===== src/logic/mhsl_defines.svh =====
// Timing constants for the modem handshake and status indicator block
`ifndef MHSL_DEFINES_SVH
`define MHSL_DEFINES_SVH

// ==========================================================
// Clock
`define MHSL_CLK_HZ        40000000
`define MHSL_MS_DIV        40000

// ==========================================================
// Blink intervals in milliseconds
`define MHSL_ACT_HALF_MS   50
`define MHSL_SEARCH_MS     600
`define MHSL_CTX_FLASH_MS  75
`define MHSL_CTX_GAP_MS    3000
`define MHSL_XFER_FLASH_MS 500

// ==========================================================
// Reset values of the active-low outputs
`define MHSL_OFF_N         1'b1

`endif


===== src/logic/mhsl_pkg.sv =====
// Types for the modem handshake and status indicator block
package mhsl_pkg;

   typedef enum logic [2:0] {
      NS_OFF,
      NS_SEARCH,
      NS_CONTEXT,
      NS_TRANSFER,
      NS_CALL
   } mhsl_net_mode_t;

   typedef enum logic [1:0] {
      LK_IDLE,
      LK_CONNECTED,
      LK_DISCONNECT
   } mhsl_link_state_t;

endpackage : mhsl_pkg


===== src/logic/mhsl_ms_tick.sv =====
// Millisecond enable pulse divider
`timescale 1ns/10ps
`include "mhsl_defines.svh"

module mhsl_ms_tick #(
   parameter int DIV = `MHSL_MS_DIV
) (
   // Clock and reset
   input  wire logic clk_sys,
   input  wire logic rst,
   // Enable
   output logic      ms_tick
);

   logic [15:0] count;
   logic [15:0] next_count;
   logic        next_tick;

   always_comb begin
      next_tick  = 1'b0;
      next_count = count + 16'h0001;
      if (count == 16'(DIV - 1)) begin
         next_count = 16'h0000;
         next_tick  = 1'b1;
      end
   end

   always_ff @(posedge clk_sys) begin
      if (rst) begin
         count   <= 16'h0000;
         ms_tick <= 1'b0;
      end else begin
         count   <= next_count;
         ms_tick <= next_tick;
      end
   end

endmodule : mhsl_ms_tick


===== src/logic/mhsl_top.sv =====
// Modem handshake lines, general-purpose pins and status indicators
//
// Contract
// CTS low only when ready for data
// Host sends nothing while CTS high
// DCD low only while connection can pass data
// Low DTR permits and holds connection
// DTR release disconnects per action settings
// Each GPIO individually input or output
// Full-duplex indicator low in full duplex
// Activity indicator 50 ms high/low toggling
// Link indicator low while link good
// Network indicator off when off/sleep/alarm
// Network indicator 600 ms on/off searching
// Contexts: 75 on, 75 off, 75 on, 3 s off
// Transfer: 0.5 s flash within 1 s
// Network indicator steady on during calls
// Counter-based blinks, fixed state priority
`timescale 1ns/10ps
`include "mhsl_defines.svh"

module mhsl_top #(
   parameter int GPIO_W = 4,
   parameter int MS_DIV = `MHSL_MS_DIV
) (
   // Clock and reset
   input  wire logic              clk_sys,
   input  wire logic              rst,
   // Host handshake pins
   output logic                   cts_n,
   output logic                   dcd_n,
   input  wire logic              dtr_n,
   // Modem core status
   input  wire logic              tx_ready,
   input  wire logic              carrier_up,
   input  wire logic              connect_req,
   output logic                   connected,
   output logic                   hangup,
   output logic                   to_command_mode,
   // Command settings
   input  wire logic [1:0]        dtr_action_setting,
   input  wire logic [2:0]        async_mode_setting,
   // General-purpose pins
   input  wire logic [GPIO_W-1:0] gpio_dir_cfg,
   input  wire logic [GPIO_W-1:0] gpio_out_cfg,
   input  wire logic [GPIO_W-1:0] gpio_in,
   output logic      [GPIO_W-1:0] gpio_out,
   output logic      [GPIO_W-1:0] gpio_oe,
   output logic      [GPIO_W-1:0] gpio_value,
   // Link status for indicators
   input  wire logic              full_duplex,
   input  wire logic              activity,
   input  wire logic              link_good,
   input  wire logic              normal_op,
   // Network status inputs
   input  wire logic              sub_off,
   input  wire logic              sleep_mode,
   input  wire logic              alarm_mode,
   input  wire logic              searching,
   input  wire logic              context_active,
   input  wire logic              packet_exchanged,
   input  wire logic              call_connected,
   // Indicator pins
   output logic                   full_duplex_indicator_n,
   output logic                   activity_indicator_n,
   output logic                   link_good_indicator_n,
   output logic                   network_status_indicator
);

   // ==========================================================
   // Millisecond enable
   // Every blink interval counts whole ticks of this enable
   logic ms_tick;

   mhsl_ms_tick #(
      .DIV     (MS_DIV)
   ) u_tick (
      .clk_sys (clk_sys),
      .rst     (rst),
      .ms_tick (ms_tick)
   );

   function automatic logic [11:0] ms_wrap(input logic [11:0] c, input logic [11:0] per);
      ms_wrap = (c >= per - 12'h001) ? 12'h000 : c + 12'h001;
   endfunction : ms_wrap

   // ==========================================================
   // Connection control
   mhsl_pkg::mhsl_link_state_t lk_state;
   mhsl_pkg::mhsl_link_state_t next_lk_state;
   logic next_connected;
   logic next_hangup;
   logic next_cmd;
   logic next_cts_n;
   logic next_dcd_n;

   always_comb begin
      next_lk_state = lk_state;
      next_hangup   = 1'b0;
      next_cmd      = 1'b0;
      case (lk_state)
         mhsl_pkg::LK_IDLE: begin
            // connect only with DTR asserted
            if (!dtr_n && connect_req && carrier_up) begin
               next_lk_state = mhsl_pkg::LK_CONNECTED;
            end
         end
         mhsl_pkg::LK_CONNECTED: begin
            // DTR release enters disconnect unless action setting is 0
            if (dtr_n && dtr_action_setting != 2'h0) begin
               next_lk_state = mhsl_pkg::LK_DISCONNECT;
            end else if (!carrier_up) begin
               next_lk_state = mhsl_pkg::LK_IDLE;
            end
         end
         mhsl_pkg::LK_DISCONNECT: begin
            // action setting and async mode setting pick the response
            next_lk_state = mhsl_pkg::LK_IDLE;
            if (dtr_action_setting == 2'h1 || async_mode_setting != 3'h0) begin
               next_cmd = 1'b1;
            end else begin
               next_hangup = 1'b1;
            end
         end
         default: next_lk_state = mhsl_pkg::LK_IDLE;
      endcase
      next_connected = (next_lk_state == mhsl_pkg::LK_CONNECTED);
      // DCD low only while data can flow
      next_dcd_n = !(next_connected && carrier_up);
      // CTS low only when ready for host data
      next_cts_n = !tx_ready;
   end

   always_ff @(posedge clk_sys) begin
      if (rst) begin
         lk_state        <= mhsl_pkg::LK_IDLE;
         connected       <= 1'b0;
         hangup          <= 1'b0;
         to_command_mode <= 1'b0;
         cts_n           <= `MHSL_OFF_N;
         dcd_n           <= `MHSL_OFF_N;
      end else begin
         lk_state        <= next_lk_state;
         connected       <= next_connected;
         hangup          <= next_hangup;
         to_command_mode <= next_cmd;
         cts_n           <= next_cts_n;
         dcd_n           <= next_dcd_n;
      end
   end

   // ==========================================================
   // General-purpose pins
   logic [GPIO_W-1:0] next_gpio_value;

   always_comb begin
      // per-pin direction select
      next_gpio_value = (gpio_dir_cfg & gpio_out_cfg) | (~gpio_dir_cfg & gpio_in);
   end

   always_ff @(posedge clk_sys) begin
      if (rst) begin
         gpio_out   <= '0;
         gpio_oe    <= '0;
         gpio_value <= '0;
      end else begin
         gpio_out   <= gpio_out_cfg;
         gpio_oe    <= gpio_dir_cfg;
         gpio_value <= next_gpio_value;
      end
   end

   // ==========================================================
   // Link indicators
   logic [11:0] act_cnt;
   logic [11:0] next_act_cnt;
   logic        act_phase;
   logic        next_act_phase;
   logic        next_fdx_n;
   logic        next_act_n;
   logic        next_link_n;

   always_comb begin
      next_act_cnt   = act_cnt;
      next_act_phase = act_phase;
      // R8 50 ms square wave while active
      if (!activity) begin
         next_act_cnt   = 12'h000;
         next_act_phase = 1'b0;
      end else if (ms_tick) begin
         next_act_cnt = ms_wrap(act_cnt, 12'(`MHSL_ACT_HALF_MS));
         if (act_cnt == 12'(`MHSL_ACT_HALF_MS - 1)) begin
            next_act_phase = !act_phase;
         end
      end
      next_act_n  = !(normal_op && activity && !act_phase);
      // full-duplex lamp
      next_fdx_n  = !(normal_op && full_duplex);
      // good link lamp
      next_link_n = !(normal_op && link_good);
   end

   always_ff @(posedge clk_sys) begin
      if (rst) begin
         act_cnt                 <= 12'h000;
         act_phase               <= 1'b0;
         full_duplex_indicator_n <= `MHSL_OFF_N;
         activity_indicator_n    <= `MHSL_OFF_N;
         link_good_indicator_n   <= `MHSL_OFF_N;
      end else begin
         act_cnt                 <= next_act_cnt;
         act_phase               <= next_act_phase;
         full_duplex_indicator_n <= next_fdx_n;
         activity_indicator_n    <= next_act_n;
         link_good_indicator_n   <= next_link_n;
      end
   end

   // ==========================================================
   // Network status indicator
   mhsl_pkg::mhsl_net_mode_t ns_mode;
   mhsl_pkg::mhsl_net_mode_t next_ns_mode;
   logic [11:0] ns_cnt;
   logic [11:0] next_ns_cnt;
   logic [11:0] xfer_cnt;
   logic [11:0] next_xfer_cnt;
   logic        next_ns_led;
   logic [11:0] ctx_period;

   // Full context cycle: flash, gap, flash, then the long gap
   assign ctx_period = 12'(3 * `MHSL_CTX_FLASH_MS + `MHSL_CTX_GAP_MS);

   always_comb begin
      // fixed priority of states
      if (sub_off || sleep_mode || alarm_mode) begin
         next_ns_mode = mhsl_pkg::NS_OFF;
      end else if (call_connected) begin
         next_ns_mode = mhsl_pkg::NS_CALL;
      end else if (xfer_cnt != 12'h000) begin
         next_ns_mode = mhsl_pkg::NS_TRANSFER;
      end else if (context_active) begin
         next_ns_mode = mhsl_pkg::NS_CONTEXT;
      end else if (searching) begin
         next_ns_mode = mhsl_pkg::NS_SEARCH;
      end else begin
         next_ns_mode = mhsl_pkg::NS_OFF;
      end

      // flash count loads next cycle, indicator lights two cycles after that, lasts 0.5 s
      // A new packet cannot retrigger a running flash
      next_xfer_cnt = xfer_cnt;
      if (packet_exchanged && xfer_cnt == 12'h000) begin
         next_xfer_cnt = 12'(`MHSL_XFER_FLASH_MS);
      end else if (ms_tick && xfer_cnt != 12'h000) begin
         next_xfer_cnt = xfer_cnt - 12'h001;
      end

      // one phase counter for the search and context blinks
      next_ns_cnt = ns_cnt;
      if (next_ns_mode != ns_mode) begin
         next_ns_cnt = 12'h000;
      end else if (ms_tick) begin
         if (ns_mode == mhsl_pkg::NS_SEARCH) begin
            next_ns_cnt = ms_wrap(ns_cnt, 12'(2 * `MHSL_SEARCH_MS));
         end else begin
            next_ns_cnt = ms_wrap(ns_cnt, ctx_period);
         end
      end

      case (ns_mode)
         // steady off
         mhsl_pkg::NS_OFF:      next_ns_led = 1'b0;
         // R11 600 ms on, 600 ms off
         mhsl_pkg::NS_SEARCH:   next_ns_led = (ns_cnt < 12'(`MHSL_SEARCH_MS));
         // double flash then long gap
         mhsl_pkg::NS_CONTEXT:
            next_ns_led = (ns_cnt < 12'(`MHSL_CTX_FLASH_MS))
                       || (ns_cnt >= 12'(2 * `MHSL_CTX_FLASH_MS)
                           && ns_cnt < 12'(3 * `MHSL_CTX_FLASH_MS));
         // lit for the flash duration
         mhsl_pkg::NS_TRANSFER: next_ns_led = 1'b1;
         // steady on during a call
         mhsl_pkg::NS_CALL:     next_ns_led = 1'b1;
         default:               next_ns_led = 1'b0;
      endcase
   end

   always_ff @(posedge clk_sys) begin
      if (rst) begin
         ns_mode                  <= mhsl_pkg::NS_OFF;
         ns_cnt                   <= 12'h000;
         xfer_cnt                 <= 12'h000;
         network_status_indicator <= 1'b0;
      end else begin
         ns_mode                  <= next_ns_mode;
         ns_cnt                   <= next_ns_cnt;
         xfer_cnt                 <= next_xfer_cnt;
         network_status_indicator <= next_ns_led;
      end
   end

endmodule : mhsl_top


===== config.mk =====
export PLATFORM = sky130hd
export DESIGN_NAME = mhsl_top
export DESIGN_NICKNAME = d
export VERILOG_FILES = /design/src/logic/mhsl_pkg.sv /design/src/logic/mhsl_ms_tick.sv /design/src/logic/mhsl_top.sv
export VERILOG_INCLUDE_DIRS = /design/src /design/src/logic
export SDC_FILE = /design/constraint.sdc
export NUM_CORES = 1
export LEC_CHECK = 0
export ABC_CLOCK_PERIOD_IN_PS = 3000
export BUFFER_PORTS_ARGS = -buffer_cell sky130_fd_sc_hd__buf_2
export CORE_ASPECT_RATIO = 0.9
export CORE_MARGIN = 1
export CORE_UTILIZATION = 30
export DETAILED_ROUTE_END_ITERATION = 8
export GPL_TIMING_DRIVEN = 0
export PLACE_DENSITY = 0.57
export SYNTH_ARGS = -nofsm -noshare
export SYNTH_HDL_FRONTEND = slang
export SYNTH_HIERARCHICAL = 1
export SYNTH_SLANG_ARGS = --single-unit

===== constraint.sdc =====
create_clock -name clk_sys -period 3 [get_ports clk_sys]
set_clock_uncertainty 0.1 [all_clocks]
set_input_delay 0.9 -clock clk_sys [delete_from_list [all_inputs] [get_ports clk_sys]]
set_output_delay 0.9 -clock clk_sys [all_outputs]
set_load 0.01 [all_outputs]

* Word-level counts from Yosys, hierarchy flattened
Index checks and enable logic that the tools add are counted.
Widths: inputs -> output; s select.
** Word-level totals
- Memories :: 0
- Memory bits (read-only) :: 0
- Register bits after elaboration :: 80
- RAM bits :: 0
- Bits in latches :: 0
- Output and inout bits :: 21
- Input bits :: 34
** Operators by class
- Divide/modulo/power cells :: 0
- Add/sub/neg operators :: 4
- Magnitude comparators :: 7
- Bitwise logic cells :: 6
- Shift operators :: 0
- Reductions and logical operators :: 35
- Equality and inequality tests :: 11
- $mul :: 0
- Muxes and demuxes :: 19
** Operator list (number)
- $mux 12 :: 4
- $add 12x1->12 const B :: 2
- $mux 9 :: 2
- $add 16x1->16 const B :: 1
- $eq 16x16->1 const B :: 1
- $eq 12x6->1 const B :: 1
- $ge 12x11->1 const B :: 1
- $ge 12x12->1 const B :: 1
- $ge 12x6->1 const B :: 1
- $ge 12x8->1 const B :: 1
- $logic_not 12->1 :: 1
- $lt 12x10->1 const B :: 1
- $lt 12x7->1 const B :: 1
- $lt 12x8->1 const B :: 1
- $reduce_bool 12->1 :: 1
- $reduce_or 2->1 :: 6
- $sub 12x1->12 const B :: 1
- $logic_and 1x1->1 :: 11
- $mux 2 :: 5
- $and 4x4->4 :: 2
- $logic_not 1->1 :: 7
- $eq 2x1->1 const B :: 3
- $eq 3x2->1 const B :: 2
- $mux 3 :: 2
- 15 further kinds :: 23

* Depth between registers and ports, before layout
Gate-level depths: netlist (run 1).
- Depth after elaboration :: 8
- Mapped depth :: 9
- Mapped depth without buffers :: 7

* By module
The synthesis (run 1) kept the hierarchy.
** By module, submodules not included
- mhsl_top :: area each 3128.0 um^2, times used 1, seq. area each 1261.2 um^2, cells each 359
- mhsl_ms_tick :: area each 748.2 um^2, times used 1, seq. area each 340.3 um^2, cells each 79

* Worst setup path before layout (run 1)
Ideal clock, no wire load.
- Path kind :: reg2reg
- Start :: reg xfer_cnt[0]
- End :: reg ns_cnt[2]
- Arrival time :: 2.072 ns
- Clock period less this slack :: 2.250 ns
- Stages on the path, launching flop included :: 10
- Setup slack :: 0.750 ns
- Buffers on the path :: 2
- Library setup time :: 0.079 ns
- Cell sequence :: dfxtp_1 > inv_1 > ha_1 > or4b_1 > buf_4 > a2111oi_4 > xor2_1 > nand4b_1 > buf_6 > a32oi_2
** On the way
- Word-level cells in the longest chain between the ends :: 6
** Ends and longest elaborated chain
- start: declaration :: line mhsl_top.sv:225 : logic [11:0] xfer_cnt;
- start signal: assignment :: line mhsl_top.sv:297 : xfer_cnt <= next_xfer_cnt;
- $reduce_bool 12->1 :: line mhsl_top.sv:239 : end else if (xfer_cnt != 12'h000) begin
- $mux 2 :: line mhsl_top.sv:239
- $mux 3 :: line mhsl_top.sv:237 : end else if (call_connected) begin
- $mux 3 :: line mhsl_top.sv:235 : if (sub_off || sleep_mode || alarm_mode) begin
- $ne 3x3->1 :: line mhsl_top.sv:260 : if (next_ns_mode != ns_mode) begin
- $reduce_or 2->1 (no line)
- end signal: assignment :: line mhsl_top.sv:296 : ns_cnt <= next_ns_cnt;
- end: declaration :: line mhsl_top.sv:223 : logic [11:0] ns_cnt;
No other way between the ends.
A chain may end at the register's enable or synchronous reset.

* Worst setup path after layout (run 1)
- Start :: reg xfer_cnt[0]
- End :: reg xfer_cnt[0]
** On the way
- Word-level cells in the longest chain between the ends :: 3
- Elaborated cells between the ends (all ways) :: 6
- Those cells by class :: add/sub (1); reduce/logical (5)
** Ends and longest elaborated chain
- parallel branches: the longest is 3 deep, another holds $sub 12x1->12
Parallel ways; which one is timed is not known.

==> results of run 1 <==
per-stage QoR:
step	setup WS (ns)	hold slack, ns	std cells
5_1_grt	0.1949	0.3874	671
4_1_cts	0.3830	0.3618	671
3_5_place_dp	0.3932	0.3478	656
2_1_floorplan	0.7496	0.3256	438
3_3_place_gp	0.4441	0.3362	656
6_report	0.3967	0.3561	671
per-layer routing:
layer	track usage, %	wire length (um)
met3	3.527	528
met5	0	0
met2	22.03	3964
met4	6.261	123
met1	16.71	4116
cell usage in the layout, fill, tap and decap left out, drive strengths merged, types with 3 or more instances in the layout:
cell / count
a211oi: 3
a21oi: 13
a31oi: 3
a32oi: 9
and3: 3
buf: 59
clkbuf: 34
dfxtp: 80
ha: 9
inv: 18
mux2: 5
mux2i: 5
nand2: 17
nand2b: 12
nand3: 27
nand4: 9
nor2: 63
nor2b: 14
nor3: 15
nor4: 15
nor4b: 9
o211ai: 6
o21ai: 5
o311ai: 4
o31ai: 3
or2: 3
or3: 4
or4: 5
xnor2: 17
xor2: 12
path summary, 6_finish.rpt:
kind / startpoint / end / slack, ns / cells past startpoint
max: xfer_cnt[0] / xfer_cnt[0] / 0.40 / 8
min reg2reg: u_tick/count[0] / u_tick/count[0] / 0.36 / 1
max reg2reg: xfer_cnt[0] / xfer_cnt[0] / 0.40 / 8
min: u_tick/count[0] / u_tick/count[0] / 0.36 / 1
state kept, by name (all words and copies together), names as in the netlist, 3 cells and up:
| name | cells |
|---|---|
| ns_cnt | 12 |
| gpio_oe | 4 |
| gpio_out | 4 |
| u_tick/count | 16 |
| gpio_value | 4 |
| xfer_cnt | 12 |
| act_cnt | 12 |
| ns_mode | 3 |
cells by family after synthesis:
kind of cell | share of synthesized area (%)
adders and majority gates | 2.905
AOI/OAI and AO/OA | 11.65
DFF | 41.32
and+or+nand+nor | 29.76
muxes | 2.744
buffers and inverters | 5.068
xor gates and xnor gates | 6.553
final cells by class:
| class | count | area share (%) |
|---|---|---|
| Clock inverter | 3 | 0.9454 |
| Timing Repair Buffer | 54 | 5.835 |
| Clock buffer | 12 | 5.105 |
| Multi-Input combinational cell | 313 | 44.87 |
| Sequential cell | 80 | 34.58 |
| Buffer | 27 | 2.782 |
| Tap cell | 164 | 4.430 |
| Inverter | 18 | 1.459 |
power by group through the flow:
stage / Sequential, mW / Clock [mW] / Combinational (mW)
6_report: 1.17 / 1.06 / 0.483
5_1_grt: 1.18 / 1.13 / 0.543
4_1_cts: 1.17 / 1.09 / 0.489
3_5_place_dp: 1.19 / 0 / 0.488
3_3_place_gp: 1.19 / 0 / 0.479
2_1_floorplan: 1.19 / 0 / 0.375
worst max-delay path, cell delays in order (launching register included):
cell	delay, ns
dfxtp_1	0.31
inv_1	0.11
ha_1	0.18
or4b_1	0.43
buf_4	0.18
nor4_2	0.62
or2_2	0.22
clkbuf_1	0.26
nor2_1	0.08
==> metrics.md, run 1 <==
| Metric | Value |
|---|---|
| Status | finished, final reports clean |
| Area delta synth->final | 19.50% |
| Drt pass-1 iters | 5 |
| # fillers | 1275 |
| I/O Buffers | 54 |
| Finished Cell Area | 4632 um2 |
| Antenna Cells | 0 |
| Nets | 546 |
| Type of element capturing the critical path | flop |
| Root Driver | clkbuf_16 |
| Seq/Total Area, Yosys | approximately 41% |
| Final setup TNS | 0 ns |
| Mapped Area | 3876 um2 |
| Synth cell types | 59 |
| Top post-synthesis cells by count | dfxtp_1, nor2_1, nand3_1 |
| Worst-Margin Slew | roughly 0.68 ns |
| Maximum fanout along the worst path | 7 |
| Antenna violations before repair | 0 |
| Die area | 13380 um2 |
| Cell with the most instances after synthesis | dfxtp_1 |
| Routed Antenna Nets | 0 |
| Via Count | approximately 3300 |
| First-pass GRT wire length | 14130 um |
| Max-slew violations | 0 |
| Final Core Density | 36.65% |
| Highest clock rate | 384.1 MHz |
| Reg power frac | between 40% and 50% |
| Tot GR Track Use | roughly 14% |
| Fin crit share | a little under 90% |
| Initial detailed-routing violation count | 199 |
| PD cells | ~590 nW/um2 |
| Num Clock Sinks | 80 |
| LEAKAGE | between 1.5 and 2 nW |
| Setup Buffers After CTS | 0 |
| Worst EP arrival | between 2 and 3 ns |
| Clock buffer depth | 2 |
| Clock power frac | 39.1% |
| Sw Share | 27.27% |
| Largest net degree at the start of global routing | 13 |
| Grt total ovfl | 0 |
| Worst rel slew slack | 54.45% |
| Storage cell area | about 1600 um2 |
| Final Hold Fails | 0 |
| Syn Inst Count | roughly 440 |
| Syn_area_per_cell | 8.850 um2 |
| Ratio of cells with drive above 1 in the final layout | between 10% and 20% |
| Post-synth EDFFs | 0 |
| Die Wd | 121.8 um |
| Hold Path Class | reg -> reg |
| Main synth FF type | dfxtp_1 |
| CTS tree | yes |
| Area leader, netlist | dfxtp_1 |
| Die H | between 100 and 150 um |
| CTS Buf Count | 9 |
| Fraction of registers with async set/reset | 0% |
| Comb power frac | 17.8% |
| Period minus WS final | 2.603 ns |
| Area occupied by multi-input gates | ~2100 um2 |
| Io pins | 55 |
| CP startpoint kind | flop |
| Hold Buf Count CTS | 0 |
| H-Tree Depth | 3 |
| Routed wire length | just under 9000 um |
| Synth warnings | 6 |
| Kind of critical path | reg -> reg |
| Top cells by area, synth | dfxtp_1, nor2_1, xnor2_1 |
| Clock transition at path regs | about 0.060 ns |
| Later-pin clock latency in the skew report | about 0.34 ns |
| Max Cap Viol | 0 |
| CP required | 3.11 ns |
| Post-DP HPWL | roughly 6200 um |
| # DRC | 0 |
| Via density | 4.963 |
| Core area | about 13000 um2 |
| Seq cells post-synth | 80 |
| Internal | 1.975 mW |
| Area of placed instances | between 4000 and 5000 um2 |
| WL/cell | 13.01 um |
| Net Switching | 740.5 uW |
| Vias in the first global route | 3035 |
| Final Total Pwr | around 2.7 mW |
| Std-Cell Rows | 39 |
| Worst VDD drop | between 0.3 and 0.4 mV |
| Top cell type's share of synthesized area | 41.32% |
| Final setup violation count | 0 |
| Post-CTS Resized | 0 |
| RSZ-0062 raised after global routing | false |
| Starting density of the core | a little under a third |
| Synthesized Nets | slightly below 500 |
| Routability cong. | around 0.8 |
Power figures use the tool's default switching activity.
==> run 2, diff against run 1 <==
--- a/config.mk
+++ b/config.mk
@@ -6,7 +6,7 @@
 export SDC_FILE = /design/constraint.sdc
 export NUM_CORES = 1
 export LEC_CHECK = 0
-export ABC_CLOCK_PERIOD_IN_PS = 3000
+export ABC_CLOCK_PERIOD_IN_PS = 2800
 export BUFFER_PORTS_ARGS = -buffer_cell sky130_fd_sc_hd__buf_2
 export CORE_ASPECT_RATIO = 0.9
 export CORE_MARGIN = 1
==> constraint.sdc (replaced) <==
create_clock -name clk_sys -period 2.8 [get_ports clk_sys]
set_clock_uncertainty 0.1 [all_clocks]
set_input_delay 0.14 -clock clk_sys [delete_from_list [all_inputs] [get_ports clk_sys]]
set_output_delay 0.14 -clock clk_sys [all_outputs]
set_load 0.01 [all_outputs]
==> run 2 against run 1 <==
Net effect: clock power up 8%; highest routed layer unchanged; sequential power up 8%; final cell count up 3.3%; via count up 2.9%; worst hold slack worse by 0.35 ns; first-iteration DRC count down 4.5%; register-to-register slack worse by 0.14 ns.
==> metrics.md, run 2 (same netlist as run 1, synthesis figures left out) <==
| Metric | Value |
|---|---|
| Status | finished, final reports clean |
| Hold Path Class | in -> reg |
| LEAKAGE | 1.757 nW |
| Final Hold Fails | 0 |
| Worst EP arrival | roughly 2.7 ns |
| First-pass GRT wire length | 14950 um |
| Die H | 109.8 um |
| PD cells | 610.8 nW/um2 |
| Later-pin clock latency in the skew report | between 0.3 and 0.4 ns |
| Routed Antenna Nets | 0 |
| Area of placed instances | 4352 um2 |
| Initial detailed-routing violation count | between 150 and 200 |
| Pre-CTS setup slack | between 0.15 and 0.2 ns |
| Top reg by flops | u_tick/count |
| Storage cell area | 1602 um2 |
| Cell family with most CP delay | simple AND/OR/NAND/NOR gates |
| FF-to-FF path depth | 9 |
| Crit-path cells | inv_1 > ha_1 > or4b_1 > buf_4 > a2111oi_4 > xor2_1 > nand4b_1 > buf_6 > a32oi_2 |
| # DRC | 0 |
| Die area | 13380 um2 |
| Final setup TNS | 0 ns |
| Routed wire length | 9292 um |
| Clock transition at path regs | 0.06 ns |
| Final Core Density | between 30% and 40% |
| Max reg flops | 16 |
| Worst VDD drop | about 0.42 mV |
| # fillers | 1247 |
| Post-DP HPWL | about 6200 um |
| Area occupied by multi-input gates | approximately 2100 um2 |
| Grt total ovfl | 0 |
| Num Clock Sinks | 80 |
| Critical R2R Capture | ns_cnt[10] |
| Clock buffer depth | 2 |
| Root Driver | clkbuf_16 |
| Max-slew violations | 0 |
| Routability cong. | 0.8094 |
| Crit path buf inv count | 3 |
| Std-Cell Rows | 39 |
| Antenna Cells | 0 |
| CTS Buf Count | 9 |
| Cell depth of the worst setup path | 9 |
| Max Cap Viol | 0 |
| Setup crit end | ns_cnt[10] |
| Final Total Pwr | 2.969 mW |
| Fin crit share | 90.98% |
| RSZ-0062 raised after global routing | false |
| CP required | 2.96 ns |
| H-Tree Depth | 3 |
| Reg2reg setup slack | 0.25 ns |
| Crit path max-delay cell type | or4b_1 |
| Antenna violations before repair | 0 |
| Largest net degree at the start of global routing | 13 |
| FF-to-FF Start | xfer_cnt[0] |
| Tot GR Track Use | about 14% |
| Ratio of cells with drive above 1 in the final layout | 17.96% |
| Finished Layout Cells | 693 |
| Worst-Margin Slew | 0.6058 ns |
| Io pins | 55 |
| CP startpoint kind | flop |
| CP peak stage delay | ~0.43 ns |
| Final WS setup | 0.2525 ns |
| Via density | ~5 |
| Setup Buffers After CTS | 0 |
| Hold_ws | 0.008001 ns |
| Worst rel slew slack | 59.61% |
| Finished Cell Area | 4861 um2 |
| Area delta synth->final | 25.40% |
| Period minus WS final | 2.548 ns |
| Nets | 568 |
| Final setup violation count | 0 |
| Maximum fanout along the worst path | 10 |
| Drt pass-1 iters | 4 |
| Vias in the first global route | roughly 3200 |
| WL/cell | 13.41 um |
| Type of element capturing the critical path | flop |
| Starting density of the core | a little under a third |
| Kind of critical path | reg -> reg |
| I/O Buffers | between 50 and 60 |
| Core area | 12640 um2 |
| Commonest cells after routing, fill and taps aside | dfxtp_1, nor2_1, buf_2 |
| Critical path startpoint | xfer_cnt[0] |
| Placed Cells | 656 |
| Via Count | 3428 |
| Most common cell after layout, fill and taps aside | dfxtp_1 |
| CTS tree | yes |
| Highest clock rate | between 300 and 400 MHz |
| Die Wd | 121.8 um |
==> run 2: worst reg2reg max path: cells and delay by family (launching register included) <==
family / cells / cell delay, ns
simple gates: 2 / 0.65
compound gates: 2 / 0.54
buf+inv: 3 / 0.52
flops: 1 / 0.31
fa+ha+maj: 1 / 0.18
xor+xnor: 1 / 0.18
==> run 2: cell type report <==
class	instances	area share (%)
timing repair buffer	76	10.09
buffer	27	2.651
clock inverter	3	0.9009
tap	164	4.221
sequential	80	32.95
clock buffer	12	4.865
multi-input combinational	313	42.93
inverter	18	1.390
==> run 2: worst min path at each step <==
stage                                     start                      end  slack [ns]  cells past startpoint
after detailed placement              link_good    link_good_indicator_n        0.20                      2
after global placement              full_duplex  full_duplex_indicator_n        0.20                      2
final                     async_mode_setting[0]                   hangup       0.008                      4
after floorplan                     full_duplex  full_duplex_indicator_n        0.10                      1
after CTS                 dtr_action_setting[1]                   hangup       0.001                      3
after global routing      async_mode_setting[1]                   hangup        0.01                      4
==> run 2: per-layer routing <==
| metal | track usage (%) | share of wire [%] | up-vias | routed length, um |
|---|---|---|---|---|
| li1 | - | - | 1732 | - |
| met1 | 17.15 | 46 | 1600 | 4296 |
| met2 | 24.50 | 47 | 84 | 4398 |
| met3 | 3.475 | 4.8 | 12 | 447 |
| met4 | 6.261 | 1.6 | 0 | 149 |
| met5 | 0 | 0 | - | 0 |
==> run 2: where the power goes <==
part / total, mW / leakage (nW) / internal [mW] / switching, mW
clock network: 1.15 / 0.137 / 0.687 / 0.462
registers: 1.26 / 0.651 / 1.20 / 0.0549
logic: 0.565 / 0.969 / 0.258 / 0.307
==> run 2: timing repair <==
item / in CTS / in global routing
gates resized for setup: 0 / 1
endpoints found under the hold margin: 20 / 0
endpoints found under the setup margin: 0 / 3
hold buffers: 22 / 0
